$ cat config.mk
export PLATFORM = sky130hd
export DESIGN_NAME = gcs_regs
export DESIGN_NICKNAME = d
export VERILOG_FILES = /design/src/verilog/gcs_pkg.sv /design/src/verilog/gcs_sync.sv /design/src/verilog/gcs_regs.sv
export SDC_FILE = /design/constraint.sdc
export NUM_CORES = 1
export LEC_CHECK = 0
export BUFFER_PORTS_ARGS = -buffer_cell sky130_fd_sc_hd__clkbuf_2
export CORE_ASPECT_RATIO = 1.4
export CORE_MARGIN = 2
export CORE_UTILIZATION = 45
export CTS_CLUSTER_DIAMETER = 200
export DETAILED_ROUTE_END_ITERATION = 10
export PLACE_DENSITY = 0.74
export SETUP_SLACK_MARGIN = 0.15
export SLEW_MARGIN = 20
export SYNTH_ARGS = -nofsm -noshare
export SYNTH_HDL_FRONTEND = slang
export SYNTH_HIERARCHICAL = 1
export SYNTH_SLANG_ARGS = --single-unit
$ cat constraint.sdc
create_clock -name clk_in -period 4.1 [get_ports clk_in]
set_input_delay 1.23 -clock clk_in [delete_from_list [all_inputs] [get_ports clk_in]]
set_output_delay 1.23 -clock clk_in [all_outputs]
set_load 0.02 [all_outputs]
$ cat src/verilog/gcs_pkg.sv
// package for the global configuration and status register group
// assumes one core clock; the serial frame is decoded outside this block
package gcs_pkg;
   localparam int GCS_ADDR_W = 7;
   localparam int GCS_DATA_W = 32;
   // register offsets (write access adds the write flag in bit 7)
   localparam logic [6:0] GCS_OFS_SETTINGS = 7'h00;
   localparam logic [6:0] GCS_OFS_STATUS = 7'h01;
   localparam logic [6:0] GCS_OFS_PROBE = 7'h03;
   localparam logic [6:0] GCS_OFS_READBACK = 7'h04;
   localparam logic [6:0] GCS_OFS_MATCH = 7'h05;
   localparam logic [7:0] GCS_WRITE_FLAG = 8'h80;
   // settings word fields
   localparam int GCS_SET_W = 11;
   localparam int GCS_BIT_MATCH_EN = 3;
   localparam int GCS_BIT_PROBE_EN = 7;
   localparam int GCS_BIT_INV1 = 8;
   localparam int GCS_BIT_INV2 = 9;
   localparam int GCS_BIT_LOCK = 10;
   // status flag fields
   localparam int GCS_STAT_W = 4;
   localparam int GCS_BIT_RESET = 0;
   localparam int GCS_BIT_DRV1 = 1;
   localparam int GCS_BIT_DRV2 = 2;
   localparam int GCS_BIT_PUMP = 3;
   // readback fields and probe select width
   localparam int GCS_BIT_DISABLE_PIN = 7;
   localparam int GCS_VER_LSB = 24;
   localparam int GCS_VER_W = 8;
   localparam int GCS_PROBE_W = 4;
   // reset values
   localparam logic [10:0] GCS_SET_RST = 11'h000;
   localparam logic [3:0] GCS_STAT_RST = 4'h1;
   localparam logic [3:0] GCS_PROBE_RST = 4'h0;
   localparam logic [31:0] GCS_MATCH_RST = 32'h0000_0000;
endpackage

$ cat src/verilog/gcs_sync.sv
// two-stage synchroniser for asynchronous pin levels
// assumes the caller reads only the second stage
`timescale 1ns/1ps
module gcs_sync #(
   parameter int W = 1
) (
   input wire logic clk_in,
   input wire logic rst_b_in,
   input wire logic [W-1:0] async_in,
   output logic [W-1:0] sync_out
);
   logic [W-1:0] stage1;
   logic [W-1:0] next_stage1;
   logic [W-1:0] next_sync;

   // first stage feeds only the second stage
   always_comb begin
      next_stage1 = async_in;
      next_sync = stage1;
   end

   always_ff @(posedge clk_in) begin
      if (!rst_b_in) begin
         stage1 <= '0;
         sync_out <= '0;
      end else begin
         stage1 <= next_stage1;
         sync_out <= next_sync;
      end
   end
endmodule

$ cat src/verilog/gcs_regs.sv
// global configuration and status register group of a dual stepper device
// assumes a decoded register port: addr byte (bit7 = write), pulses from
// the serial frame decoder, all on clk_in; pin levels arrive asynchronous
`timescale 1ns/1ps
module gcs_regs
   import gcs_pkg::*;
#(
   parameter logic [7:0] VERSION_CODE = 8'h5a // arbitrary value
) (
   input wire logic clk_in,
   input wire logic rst_b_in,
   input wire logic reg_wr_in,
   input wire logic reg_rd_in,
   input wire logic [7:0] reg_addr_in,
   input wire logic [31:0] reg_wdata_in,
   output logic [31:0] reg_rdata_out,
   input wire logic [31:0] current_position_in,
   input wire logic motor1_dir_in,
   input wire logic motor2_dir_in,
   input wire logic event_request_in,
   input wire logic drv1_fault_in,
   input wire logic drv2_fault_in,
   input wire logic pump_low_in,
   input wire logic drv_disable_pin_in,
   output logic motor1_dir_out,
   output logic motor2_dir_out,
   output logic drivers_enable_out,
   output logic probe_enable_out,
   output logic [3:0] probe_select_out,
   output logic event_request_out,
   output logic event_request_oe_out,
   output logic position_pulse_output_out,
   output logic position_pulse_output_oe_out
);
   logic [GCS_SET_W-1:0] global_settings;
   logic [GCS_SET_W-1:0] next_global_settings;
   logic [GCS_STAT_W-1:0] global_status_flags;
   logic [GCS_STAT_W-1:0] next_global_status_flags;
   logic [GCS_PROBE_W-1:0] probe_signal_select;
   logic [GCS_PROBE_W-1:0] next_probe_signal_select;
   logic [31:0] position_match_value;
   logic [31:0] next_position_match_value;
   logic [31:0] next_rdata;
   logic [2:0] pin_sync;
   logic drv1_fault;
   logic drv2_fault;
   logic pump_low;
   logic disable_pin;
   logic next_m1, next_m2, next_en, next_pulse, next_evt;
   logic is_wr, is_rd, stat_rd;
   logic [6:0] ofs;

   // fault levels come from the analog side, so synchronise them
   gcs_sync #(.W(3)) u_fault_sync (
      .clk_in(clk_in),
      .rst_b_in(rst_b_in),
      .async_in({drv1_fault_in, drv2_fault_in, pump_low_in}),
      .sync_out(pin_sync)
   );
   gcs_sync #(.W(1)) u_pin_sync (
      .clk_in(clk_in),
      .rst_b_in(rst_b_in),
      .async_in(drv_disable_pin_in),
      .sync_out(disable_pin)
   );
   assign drv1_fault = pin_sync[2];
   assign drv2_fault = pin_sync[1];
   assign pump_low = pin_sync[0];

   // address decode: bit 7 marks a write
   assign ofs = reg_addr_in[6:0];
   assign is_wr = reg_wr_in && ((reg_addr_in & GCS_WRITE_FLAG) != 8'h00);
   assign is_rd = reg_rd_in && ((reg_addr_in & GCS_WRITE_FLAG) == 8'h00);
   assign stat_rd = is_rd && (ofs == GCS_OFS_STATUS);

   // writable registers; settings freeze once the lock bit is set
   always_comb begin
      next_global_settings = global_settings;
      next_probe_signal_select = probe_signal_select;
      next_position_match_value = position_match_value;
      if (is_wr && ofs == GCS_OFS_SETTINGS &&
          !global_settings[GCS_BIT_LOCK]) begin
         next_global_settings = reg_wdata_in[GCS_SET_W-1:0];
      end
      if (is_wr && ofs == GCS_OFS_PROBE) begin
         next_probe_signal_select = reg_wdata_in[GCS_PROBE_W-1:0];
      end
      if (is_wr && ofs == GCS_OFS_MATCH) begin
         next_position_match_value = reg_wdata_in;
      end
   end

   // status flags: a read clears, but a live fault sets again (set wins)
   always_comb begin
      next_global_status_flags = global_status_flags;
      if (stat_rd) begin
         next_global_status_flags = '0;
      end
      if (drv1_fault) begin
         next_global_status_flags[GCS_BIT_DRV1] = 1'b1;
      end
      if (drv2_fault) begin
         next_global_status_flags[GCS_BIT_DRV2] = 1'b1;
      end
      if (pump_low) begin
         next_global_status_flags[GCS_BIT_PUMP] = 1'b1;
      end
   end

   // read mux; write-only registers read as zero
   always_comb begin
      next_rdata = reg_rdata_out;
      if (is_rd) begin
         next_rdata = 32'h0000_0000;
         unique case (ofs)
            GCS_OFS_SETTINGS: next_rdata[GCS_SET_W-1:0] = global_settings;
            GCS_OFS_STATUS: next_rdata[GCS_STAT_W-1:0] = global_status_flags;
            GCS_OFS_READBACK: begin
               next_rdata[GCS_BIT_DISABLE_PIN] = disable_pin;
               next_rdata[GCS_VER_LSB +: GCS_VER_W] = VERSION_CODE;
            end
            default: next_rdata = 32'h0000_0000;
         endcase
      end
   end

   // outputs toward the core, one register stage each
   always_comb begin
      next_m1 = motor1_dir_in ^ global_settings[GCS_BIT_INV1];
      next_m2 = motor2_dir_in ^ global_settings[GCS_BIT_INV2];
      next_en = !pump_low;
      next_pulse = (current_position_in == position_match_value);
      next_evt = event_request_in;
   end

   always_ff @(posedge clk_in) begin
      if (!rst_b_in) begin
         global_settings <= GCS_SET_RST;
         global_status_flags <= GCS_STAT_RST;
         probe_signal_select <= GCS_PROBE_RST;
         position_match_value <= GCS_MATCH_RST;
         reg_rdata_out <= 32'h0000_0000;
         motor1_dir_out <= 1'b0;
         motor2_dir_out <= 1'b0;
         drivers_enable_out <= 1'b0;
         probe_enable_out <= 1'b0;
         probe_select_out <= 4'h0;
         event_request_out <= 1'b0;
         event_request_oe_out <= 1'b0;
         position_pulse_output_out <= 1'b0;
         position_pulse_output_oe_out <= 1'b0;
      end else begin
         global_settings <= next_global_settings;
         global_status_flags <= next_global_status_flags;
         probe_signal_select <= next_probe_signal_select;
         position_match_value <= next_position_match_value;
         reg_rdata_out <= next_rdata;
         motor1_dir_out <= next_m1;
         motor2_dir_out <= next_m2;
         drivers_enable_out <= next_en;
         // probe routing follows the settings bit; select rides with it
         probe_enable_out <= next_global_settings[GCS_BIT_PROBE_EN];
         probe_select_out <= next_probe_signal_select;
         event_request_out <= next_evt;
         // both pins float unless match outputs are enabled
         event_request_oe_out <= next_global_settings[GCS_BIT_MATCH_EN];
         position_pulse_output_out <= next_pulse;
         position_pulse_output_oe_out <=
            next_global_settings[GCS_BIT_MATCH_EN];
      end
   end

   // assertions
   property p_lock_holds;
      @(posedge clk_in) disable iff (!rst_b_in)
      global_settings[GCS_BIT_LOCK] |=> $stable(global_settings);
   endproperty
   a_lock_holds: assert property (p_lock_holds)
      else $error("locked settings changed");

   property p_lock_sticky;
      @(posedge clk_in) disable iff (!rst_b_in)
      global_settings[GCS_BIT_LOCK] |=> global_settings[GCS_BIT_LOCK];
   endproperty
   a_lock_sticky: assert property (p_lock_sticky)
      else $error("lock dropped without reset");

   property p_oe_follows;
      @(posedge clk_in) disable iff (!rst_b_in)
      1'b1 |=> (position_pulse_output_oe_out ==
                global_settings[GCS_BIT_MATCH_EN]) &&
               (event_request_oe_out == position_pulse_output_oe_out);
   endproperty
   a_oe_follows: assert property (p_oe_follows)
      else $error("output enables disagree with settings");

   property p_probe;
      @(posedge clk_in) disable iff (!rst_b_in)
      1'b1 |=> probe_enable_out == global_settings[GCS_BIT_PROBE_EN];
   endproperty
   a_probe: assert property (p_probe)
      else $error("probe enable wrong");

   property p_probe_sel;
      @(posedge clk_in) disable iff (!rst_b_in)
      (is_wr && ofs == GCS_OFS_PROBE) |=>
         probe_select_out == $past(reg_wdata_in[3:0]);
   endproperty
   a_probe_sel: assert property (p_probe_sel)
      else $error("probe select not taken");

   property p_inv1;
      @(posedge clk_in) disable iff (!rst_b_in)
      1'b1 |=> motor1_dir_out ==
         ($past(motor1_dir_in) ^ $past(global_settings[GCS_BIT_INV1]));
   endproperty
   a_inv1: assert property (p_inv1)
      else $error("motor 1 direction wrong");

   property p_inv2;
      @(posedge clk_in) disable iff (!rst_b_in)
      1'b1 |=> motor2_dir_out ==
         ($past(motor2_dir_in) ^ $past(global_settings[GCS_BIT_INV2]));
   endproperty
   a_inv2: assert property (p_inv2)
      else $error("motor 2 direction wrong");

   property p_stat_clear;
      @(posedge clk_in) disable iff (!rst_b_in)
      stat_rd && !drv1_fault |=> !global_status_flags[GCS_BIT_RESET] &&
                                 !global_status_flags[GCS_BIT_DRV1];
   endproperty
   a_stat_clear: assert property (p_stat_clear)
      else $error("status read did not clear");

   property p_drv1;
      @(posedge clk_in) disable iff (!rst_b_in)
      drv1_fault |=> global_status_flags[GCS_BIT_DRV1];
   endproperty
   a_drv1: assert property (p_drv1)
      else $error("driver 1 flag not latched");

   property p_drv2;
      @(posedge clk_in) disable iff (!rst_b_in)
      drv2_fault |=> global_status_flags[GCS_BIT_DRV2];
   endproperty
   a_drv2: assert property (p_drv2)
      else $error("driver 2 flag not latched");

   property p_pump;
      @(posedge clk_in) disable iff (!rst_b_in)
      pump_low |=> !drivers_enable_out && global_status_flags[GCS_BIT_PUMP];
   endproperty
   a_pump: assert property (p_pump)
      else $error("drivers enabled during undervoltage");

   property p_version;
      @(posedge clk_in) disable iff (!rst_b_in)
      (is_rd && ofs == GCS_OFS_READBACK) |=>
         reg_rdata_out[GCS_VER_LSB +: GCS_VER_W] == VERSION_CODE &&
         reg_rdata_out[GCS_BIT_DISABLE_PIN] == $past(disable_pin);
   endproperty
   a_version: assert property (p_version)
      else $error("readback wrong");

   property p_pulse;
      @(posedge clk_in) disable iff (!rst_b_in)
      (current_position_in == position_match_value) |=>
         position_pulse_output_out;
   endproperty
   a_pulse: assert property (p_pulse)
      else $error("pulse missing on match");

   // the pulse must also drop, not only rise
   property p_pulse_low;
      @(posedge clk_in) disable iff (!rst_b_in)
      (current_position_in != position_match_value) |=>
         !position_pulse_output_out;
   endproperty
   a_pulse_low: assert property (p_pulse_low)
      else $error("pulse stays high on mismatch");

   property p_reset_val;
      @(posedge clk_in)
      !rst_b_in |=> global_settings == GCS_SET_RST &&
                    position_match_value == GCS_MATCH_RST;
   endproperty
   a_reset_val: assert property (p_reset_val)
      else $error("reset values wrong");

   c_lock: cover property (@(posedge clk_in) disable iff (!rst_b_in)
      global_settings[GCS_BIT_LOCK] && is_wr && ofs == GCS_OFS_SETTINGS);
   c_stat_read: cover property (@(posedge clk_in) disable iff (!rst_b_in)
      stat_rd && global_status_flags[GCS_BIT_DRV1]);
   c_pulse: cover property (@(posedge clk_in) disable iff (!rst_b_in)
      position_pulse_output_out && position_pulse_output_oe_out);
endmodule

After elaboration in Yosys (flattened, before gate mapping)

Cells that the tools add are included.

Input bits: 83
Register bits after elaboration: 85

Equal/unequal tests: 5
Multiplexer cells: 10
Reductions and logical operators: 14
Bitwise gates (word level): 2

Operators with widths:

| cell                                                 | number |
|---|---|
| equality test 32 bit                                 | 1 |
| equality test 7 x 3 -> 1 bit (second input constant) | 2 |
| zero test 8 bit                                      | 1 |
| 2-to-1 mux 8 bit                                     | 1 |
| one-hot mux 4 bit (2 select lines)                   | 1 |
| equality test 7 x 1 -> 1 bit (second input constant) | 1 |
| equality test 7 x 2 -> 1 bit (second input constant) | 1 |
| logical AND 1 bit                                    | 7 |
| zero test 7 bit                                      | 1 |
| 2-to-1 mux 7 bit                                     | 1 |
| 2-to-1 mux 3 bit                                     | 2 |
| nonzero test 2 bit                                   | 3 |
| 2-to-1 mux 4 bit                                     | 1 |
| 2-to-1 mux 1 bit                                     | 3 |
| zero test 1 bit                                      | 2 |
| one-hot mux 1 bit (2 select lines)                   | 1 |
| bitwise XOR 1 bit                                    | 2 |

Logic depth before layout (Yosys ltp)

Gate-level depths: netlist of the first run.

Depth after elaboration: 5
Gate-level depth with buffers: 7
Gate-level depth less buffers: 4

Modules after synthesis

The synthesis of the first run kept the hierarchy.

Modules (own cells, without submodules):

| module                   | area each (um2) | times used | cells an instance |
|---|---|---|---|
| gcs_regs                 | 3153.0          | 1          | 340 |
| gcs_sync at u_fault_sync | 157.7           | 1          | 12 |
| gcs_sync at u_pin_sync   | 52.6            | 1          | 4 |

Worst setup path before layout of the first run

Ideal clock, no wire load.

Path type: input-to-reg
Start: input port reg_addr_in[5]
End: register position_match_value[10]
Setup time: 0.116 ns
Slack: 1.361 ns
Arrival time: 2.623 ns
Stages on the path: 7
Path through: or4_4 > buf_6 > or3_1 > buf_2 > buf_6 > nand2_1 > a21boi_1

Longest elaborated chain between the ends: 2

RTL lines:

| item                         | RTL line        | text |
|---|---|---|
| start: declaration           | gcs_regs.sv:14  | `input wire logic [7:0] reg_addr_in,` |
| equality test 7 x 3 -> 1 bit | gcs_regs.sv:88  | `if (is_wr && ofs == GCS_OFS_MATCH) begin` |
| logical AND 1 bit            | gcs_regs.sv:88  |  |
| end signal: assignment       | gcs_regs.sv:156 | `position_match_value <= next_position_match_value;` |
| end: declaration             | gcs_regs.sv:41  | `logic [31:0] position_match_value;` |

Every way passes these cells.
A chain may end at the register's enable or synchronous reset.

Worst setup path after layout of the first run

Ends and elaborated chain as after synthesis.

==> reports/results.tsv, run 1 <==
metric	value	unit
worst_r2r_startpoint	global_settings[10]	
port_buffers	109	
final_cell_mix	clkbuf_2, dfxtp_1, nand2_1	
start_util	0.460	
drive_gt1_frac	0.288	
ys_warn_count	6	
vias_per_cell	4.67	
yosysSeqAreaShare	0.452	
drt_iter0_markers	108	
utilization	0.553	
antennaDiodeCount	0	
r2r-end	global_settings[8]	
slew_violations	0	
nets	536	
die-area	8190	µm²
grt_usage	0.177	
cts_hold_buf	0	
chipHeight	106	µm
arrival	3.08	ns
synth_edf_count	0	
drc	0	
hold-path-endpoint	drivers_enable_out	
antenna_found_initial	0	
ios	127	
firstDrtPassIters	4	
hold_start	u_fault_sync/sync_out[0]	
gp_congestion	0.807	
clock-skew-final	0.00654	ns
hold-path-cell-count	1	
setup_ws	1.25	ns
setup_viol	0	
rrSetupSlack	2.48	ns
worstSetupStartpointType	primary input	
endpoint_kind	register	
cts_tree	yes	
drv_cap	0	
grt_max_degree	53	
status	finished clean	
globalRouteOverflowTotal	0	
clk_pin_slew	0.08	ns
via_count	2590	
synth_top_area_frac	0.452	
routed_wl	7120	µm
cts_sinks	76	
grt_pass1_wl	11400	µm
clk_path_buf_depth	2	
synth_cells	356	
p_leak	1.83	nW
rows	37	
core	7310	µm²
fmax	0.351	GHz
reg2regPathDepth	3	
worst_slew_pin_slew	1.06	ns
cp_max_fo	32	
dpl_worst_slack	0.880	ns
cts_setup_buffers	0	
dieWidth	77.1	µm
hold_violations	0	
grt_pass1_vias	2476	
hp-class	reg -> reg	
ir_drop	0.213	mV
cts_resized	0	
powerDensity	353	nW/µm²
routedWlPerCell	12.8	µm
h-tree-depth	3	
rsz0062_at_grt	no	
holdWs	0.423	ns
synth_top_cells_by_area	dfxtp_1, xor2_1, nand2_1	
cts-root-buf	clkbuf_8	
place_hpwl	5290	µm
synth_seq_cells	76	
synth_cell_types	31	
finalPower	1.43	mW
synth-async-reset-ratio	0	
area.growth.synth_to_final	20.2	%
netlist_area	3360	µm²
synth.avg_cell_area	9.45	µm²
slew_headroom	0.296	
yosysTopAreaCell	dfxtp_1	
ant_nets	0	
period_minus_slack	2.85	ns
tns	0	ns
crit_type	in -> reg	
synth_flop_cell	dfxtp_1	
final_common_cell	clkbuf_2	
cts_buffers	9	
finalCritPeriodShare	0.694	
worstPathRequired	4.33	ns
insertion_delay	0.34	ns
==> synth_stat cells (2+ instances only) <==
| cell | count |
|---|---|
| nand3_1 | 3 |
| buf_4 | 21 |
| nor3_1 | 3 |
| nor4_1 | 8 |
| mux2_1 | 4 |
| nor2_1 | 2 |
| mux2i_1 | 15 |
| buf_6 | 4 |
| buf_2 | 5 |
| dfxtp_1 | 76 |
| nand2_1 | 67 |
| nand2b_1 | 2 |
| or4_4 | 2 |
| nor2b_1 | 30 |
| and2_1 | 11 |
| nand4b_1 | 2 |
| a21boi_1 | 33 |
| xor2_1 | 33 |
| a21oi_1 | 3 |
| clkbuf_1 | 11 |
| a22oi_1 | 11 |
==> state kept, by name, indices dropped and copies added, names as in the netlist <==
signal	flops
u_fault_sync/next_sync	3
probe_signal_select	4
global_settings	10
u_fault_sync/sync_out	3
position_pulse_output_out	1
probe_enable_out	1
position_match_value	32
reg_rdata_out	12
event_request_out	1
motor1_dir_out	1
u_pin_sync/sync_out	1
motor2_dir_out	1
drivers_enable_out	1
global_status_flags	4
u_pin_sync/next_sync	1
==> final cells by class <==
| type | instances | area, µm² |
|---|---|---|
| Fill cell | 714 | 3270 |
| Multi-Input combinational cell | 255 | 1640 |
| Sequential cell | 76 | 1520 |
| Timing Repair Buffer | 111 | 561 |
| Clock buffer | 9 | 124 |
| Tap cell | 97 | 121 |
| Clock inverter | 7 | 75.1 |
==> per-layer routing <==
| layer | GRT usage | share of wire | vias to the layer above |
|---|---|---|---|
| met5 | 0 | 0 | - |
| met4 | 0.0816 | 0.021 | 0 |
| met1 | 0.193 | 0.41 | 1169 |
| li1 | - | - | 1334 |
| met3 | 0.0365 | 0.047 | 12 |
| met2 | 0.326 | 0.52 | 75 |
==> through the flow <==
stage                     area, µm²  std cells
after floorplan                3420        372
after global placement         3840        539
after detailed placement       3840        539
after CTS                      4040        555
after global routing           4040        555
final                          4040        555
==> worst max-delay path by stage <==
| stage | from | to | slack [ns] | cells past startpoint |
|---|---|---|---|---|
| 2_1_floorplan | reg_addr_in[5] | position_match_value[10] | 1.36 | 7 |
| 3_3_place_gp | reg_addr_in[5] | position_match_value[30] | 0.91 | 5 |
| 3_5_place_dp | reg_addr_in[5] | position_match_value[18] | 0.88 | 5 |
| 4_1_cts | reg_addr_in[5] | position_match_value[10] | 1.24 | 5 |
| 5_1_grt | reg_addr_in[5] | position_match_value[10] | 1.18 | 5 |
| 6_report | reg_addr_in[5] | position_match_value[10] | 1.25 | 5 |
==> critical path, cell delays in order <==
cell      delay, ns
clkbuf_2       0.10
or4_4          0.60
or3_1          0.83
nand2_1        0.23
a21boi_1       0.09
==> where the power goes <==
part | switching (mW) | leakage, nW | total [mW] | internal [mW]
Sequential | 0.00243 | 0.615 | 0.748 | 0.745
Combinational | 0.0629 | 1.12 | 0.117 | 0.0541
Clock | 0.279 | 0.0918 | 0.562 | 0.283
Total | 0.344 | 1.83 | 1.43 | 1.08
==> logic make-up after synthesis <==
group	after synthesis	share of synthesized area
muxes	19	0.0580
and+or+nand+nor	137	0.215
DFF	76	0.452
buffers and inverters	41	0.0800
AOI/OAI and AO/OA	48	0.105
other	1	0.00112
xor gates and xnor gates	34	0.0885
Power figures use the tool's default switching activity.
==> run 2, diff against run 1 <==
--- a/config.mk
+++ b/config.mk
@@ -5,13 +5,14 @@
 export SDC_FILE = /design/constraint.sdc
 export NUM_CORES = 1
 export LEC_CHECK = 0
+export ABC_AREA = 1
 export BUFFER_PORTS_ARGS = -buffer_cell sky130_fd_sc_hd__clkbuf_2
 export CORE_ASPECT_RATIO = 1.4
 export CORE_MARGIN = 2
 export CORE_UTILIZATION = 45
 export CTS_CLUSTER_DIAMETER = 200
 export DETAILED_ROUTE_END_ITERATION = 10
-export PLACE_DENSITY = 0.74
+export PLACE_DENSITY = 0.76
 export SETUP_SLACK_MARGIN = 0.15
 export SLEW_MARGIN = 20
 export SYNTH_ARGS = -nofsm -noshare
==> constraint.sdc (replaced) <==
create_clock -name clk_in -period 2.3 [get_ports clk_in]
set_input_delay 0.69 -clock clk_in [delete_from_list [all_inputs] [get_ports clk_in]]
set_output_delay 0.69 -clock clk_in [all_outputs]
set_load 0.02 [all_outputs]
==> run 2 against run 1 <==
Combinational power grew 130%. Sequential share of layout area down 1.5 points. Area after synthesis rose by 4.5%. Critical path type unchanged. Largest power group unchanged.
==> reports/results.tsv, run 2 <==
metric	value	unit	change
clockPowerShare	0.386		was 0.394
yosys-top-cells-count	nor2_1, nand2_1, dfxtp_1, inv_1, o21ai_0		was dfxtp_1, nand2_1, a21boi_1, xor2_1, nor2b_1
dieWidth	78.7	µm	was 77.1 µm
setup_viol	0		unchanged
worstSetupStartpointType	primary input		unchanged
synth_top_cells_by_area	dfxtp_1, nor2_1, nand2_1		was dfxtp_1, xor2_1, nand2_1
ant_nets	0		unchanged
status	finished clean		unchanged
arrival	1.96	ns	was 3.08 ns
dpl_worst_slack	0.235	ns	was 0.880 ns
hp-class	reg -> reg		unchanged
ios	127		unchanged
slew_violations	0		unchanged
start_util	0.459		was 0.460
grt_usage	0.197		was 0.177
insertion_delay	0.34	ns	about the same
finalCritPeriodShare	0.734		
synth_top_family_by_area	simple AND/OR/NAND/NOR gates		unchanged
cts_sinks	76		unchanged
synth_cells	501		was 356
synth_top_area_frac	0.433		was 0.452
antenna_found_initial	0		unchanged
endpoint_kind	register		unchanged
cts_tree	yes		unchanged
worstPathRequired	2.57	ns	was 4.33 ns
worst_r2r_startpoint	global_settings[10]		unchanged
crit_start	reg_addr_in[5]		unchanged
vias_per_cell	4.59		was 4.67
p_seq_frac	0.511		was 0.524
routedWlPerCell	11.6	µm	was 12.8 µm
drc	0		unchanged
drt_iter0_markers	108		unchanged
hold_start	u_fault_sync/next_sync[2]		was u_fault_sync/sync_out[0]
cts_setup_buffers	0		unchanged
cts_resized	0		unchanged
die-area	8540	µm²	was 8190 µm²
synth_cell_types	28		was 31
cts_buffers	9		unchanged
cts_hold_buf	0		unchanged
synth_seq_cells	76		unchanged
yosys.area_share.simple	0.281		was 0.215
drv_cap	0		unchanged
period_minus_slack	1.69	ns	
fmax	0.593	GHz	
powerDensity	627	nW/µm²	was 353 nW/µm²
netlist_area	3510	µm²	was 3360 µm²
hold_violations	0		unchanged
chipHeight	109	µm	was 106 µm
final_cell_mix	clkbuf_2, nor2_1, nand2_1		was clkbuf_2, dfxtp_1, nand2_1
antennaDiodeCount	0		unchanged
top_register	position_match_value		unchanged
synth-compound-area-share	0.115		was 0.105
synth-async-reset-ratio	0		unchanged
port_buffers	109		unchanged
crit_type	in -> reg		unchanged
clk_pin_slew	0.07	ns	was 0.08 ns
swShare	0.242		was 0.241
h-tree-depth	3		unchanged
core	7650	µm²	was 7310 µm²
synth_edf_count	0		unchanged
rsz0062_at_grt	no		unchanged
grt_max_degree	54		was 53
switchingPower	0.637	mW	was 0.344 mW
final_common_cell	clkbuf_2		unchanged
synth.most_common_cell	nor2_1		was dfxtp_1
largest_register_ffs	32		unchanged
p_leak	2.06	nW	was 1.83 nW
synth.avg_cell_area	7.02	µm²	was 9.45 µm²
cp_max_fo	33		was 32
synth_fa_ha_area_frac	0		unchanged
clk_path_buf_depth	2		unchanged
clock-skew-final	0.00980	ns	was 0.00654 ns
drive_gt1_frac	0.230		was 0.288
biggestRegsByFlops	position_match_value: 32 flops, reg_rdata_out: 12 flops, global_settings: 10 flops		unchanged
tns	0	ns	unchanged
firstDrtPassIters	4		unchanged
globalRouteOverflowTotal	0		unchanged
nets	684		was 536
ir_drop	0.485	mV	was 0.213 mV
cts-root-buf	clkbuf_8		unchanged
routed_wl	8160	µm	was 7120 µm
num-fill-cells	781		was 714
synth_xor_area_frac	0.0299		was 0.0885
place_hpwl	6260	µm	was 5290 µm
gp_congestion	0.893		was 0.807
yosysSeqAreaShare	0.433		was 0.452
synth_mux_area_frac	0		was 0.0580
setup_ws	0.613	ns	was 1.25 ns
yosysTopAreaCell	dfxtp_1		unchanged
ys_warn_count	6		unchanged
via_count	3238		was 2,590
rows	38		was 37
synth_flop_cell	dfxtp_1		unchanged
grt_pass1_vias	3008		was 2,476
area.growth.synth_to_final	19.7	%	was 20.2%
p_comb_frac	0.103		was 0.082
p_int	2.00	mW	was 1.08 mW
grt_pass1_wl	13200	µm	was 11,400 µm
-- run 2: cell types whose count changed in the layout (fill, tap and decap cells not counted), moves of 28 or more --
cell      before  now
a21boi_1      33    0
a21oi_1        3   31
inv_1          0   58
nand2_1       67   95
nor2_1         2  108
nor2b_1       30    0
o21ai_0        0   36
xor2_1        33    4
-- run 2: layer usage --
layer  vias to the layer above  routed length [µm]  GRT usage
li1                       1716                   -          -
met1                      1417                3430      0.222
met2                        91                4030      0.350
met3                        14                 472     0.0467
met4                         0                 224     0.0877
met5                         -                   0          0
-- run 2: final cells by class --
| type | instances | area, µm² | share of cell area |
|---|---|---|---|
| multi-input cells | 342 | 1560 | 0.371 |
| repair buffers | 113 | 576 | 0.137 |
| flip-flops and latches | 76 | 1520 | 0.362 |
| well taps | 100 | 125 | 0.0297 |
| inverters | 59 | 224 | 0.0532 |
| clock buffers | 12 | 155 | 0.0369 |
| clock inverters | 3 | 46.3 | 0.0110 |
-- run 2: metrics by stage --
| stage | std cells | instance area, µm² | hold WS (ns) | util | total power, mW |
|---|---|---|---|---|---|
| global placement | 690 | 4010 | 0.389 | 0.523 | 1.65 |
| finish | 705 | 4210 | 0.414 | 0.550 | 2.64 |
| CTS | 705 | 4210 | 0.415 | 0.550 | 2.66 |
| floorplan | 517 | 3570 | 0.386 | - | 1.55 |
| detailed placement | 690 | 4010 | 0.399 | 0.523 | 1.65 |
| global route | 705 | 4210 | 0.434 | 0.550 | 2.76 |
-- run 2: kinds of logic (layout without fill, tap and decap cells) --
family                 count (synthesis)  after routing
XOR/XNOR                              12             12
flip-flops                            76             76
AO/OA/AOI/OAI                         79             79
buffers and inverters                 99            187
AND/OR/NAND/NOR                      234            234
other                                  1             17
-- run 2: worst paths after layout --
kind,end,cells past startpoint,slack [ns]
worst min-delay path,u_fault_sync/sync_out[2],2,0.41
worst max register to register,global_settings[0],4,1.14
worst max-delay path,position_match_value[22],8,0.61
worst min register to register,u_fault_sync/sync_out[2],2,0.41
-- run 2: power groups by stage --
stage          sequential [mW]  clock (mW)  combinational, mW
2_1_floorplan             1.39           0              0.161
3_3_place_gp              1.38           0              0.268
3_5_place_dp              1.38           0              0.273
4_1_cts                   1.35        1.04              0.274
5_1_grt                   1.35        1.10              0.304
6_report                  1.35        1.02              0.272
-- run 2: critical path, cell delays in order --
cell      delay [ns]
clkbuf_2        0.08
nor2_2          0.13
nand2_4         0.10
nor3_4          0.17
nand2_4         0.24
inv_4           0.33
nor2_1          0.09
nor2_1          0.10
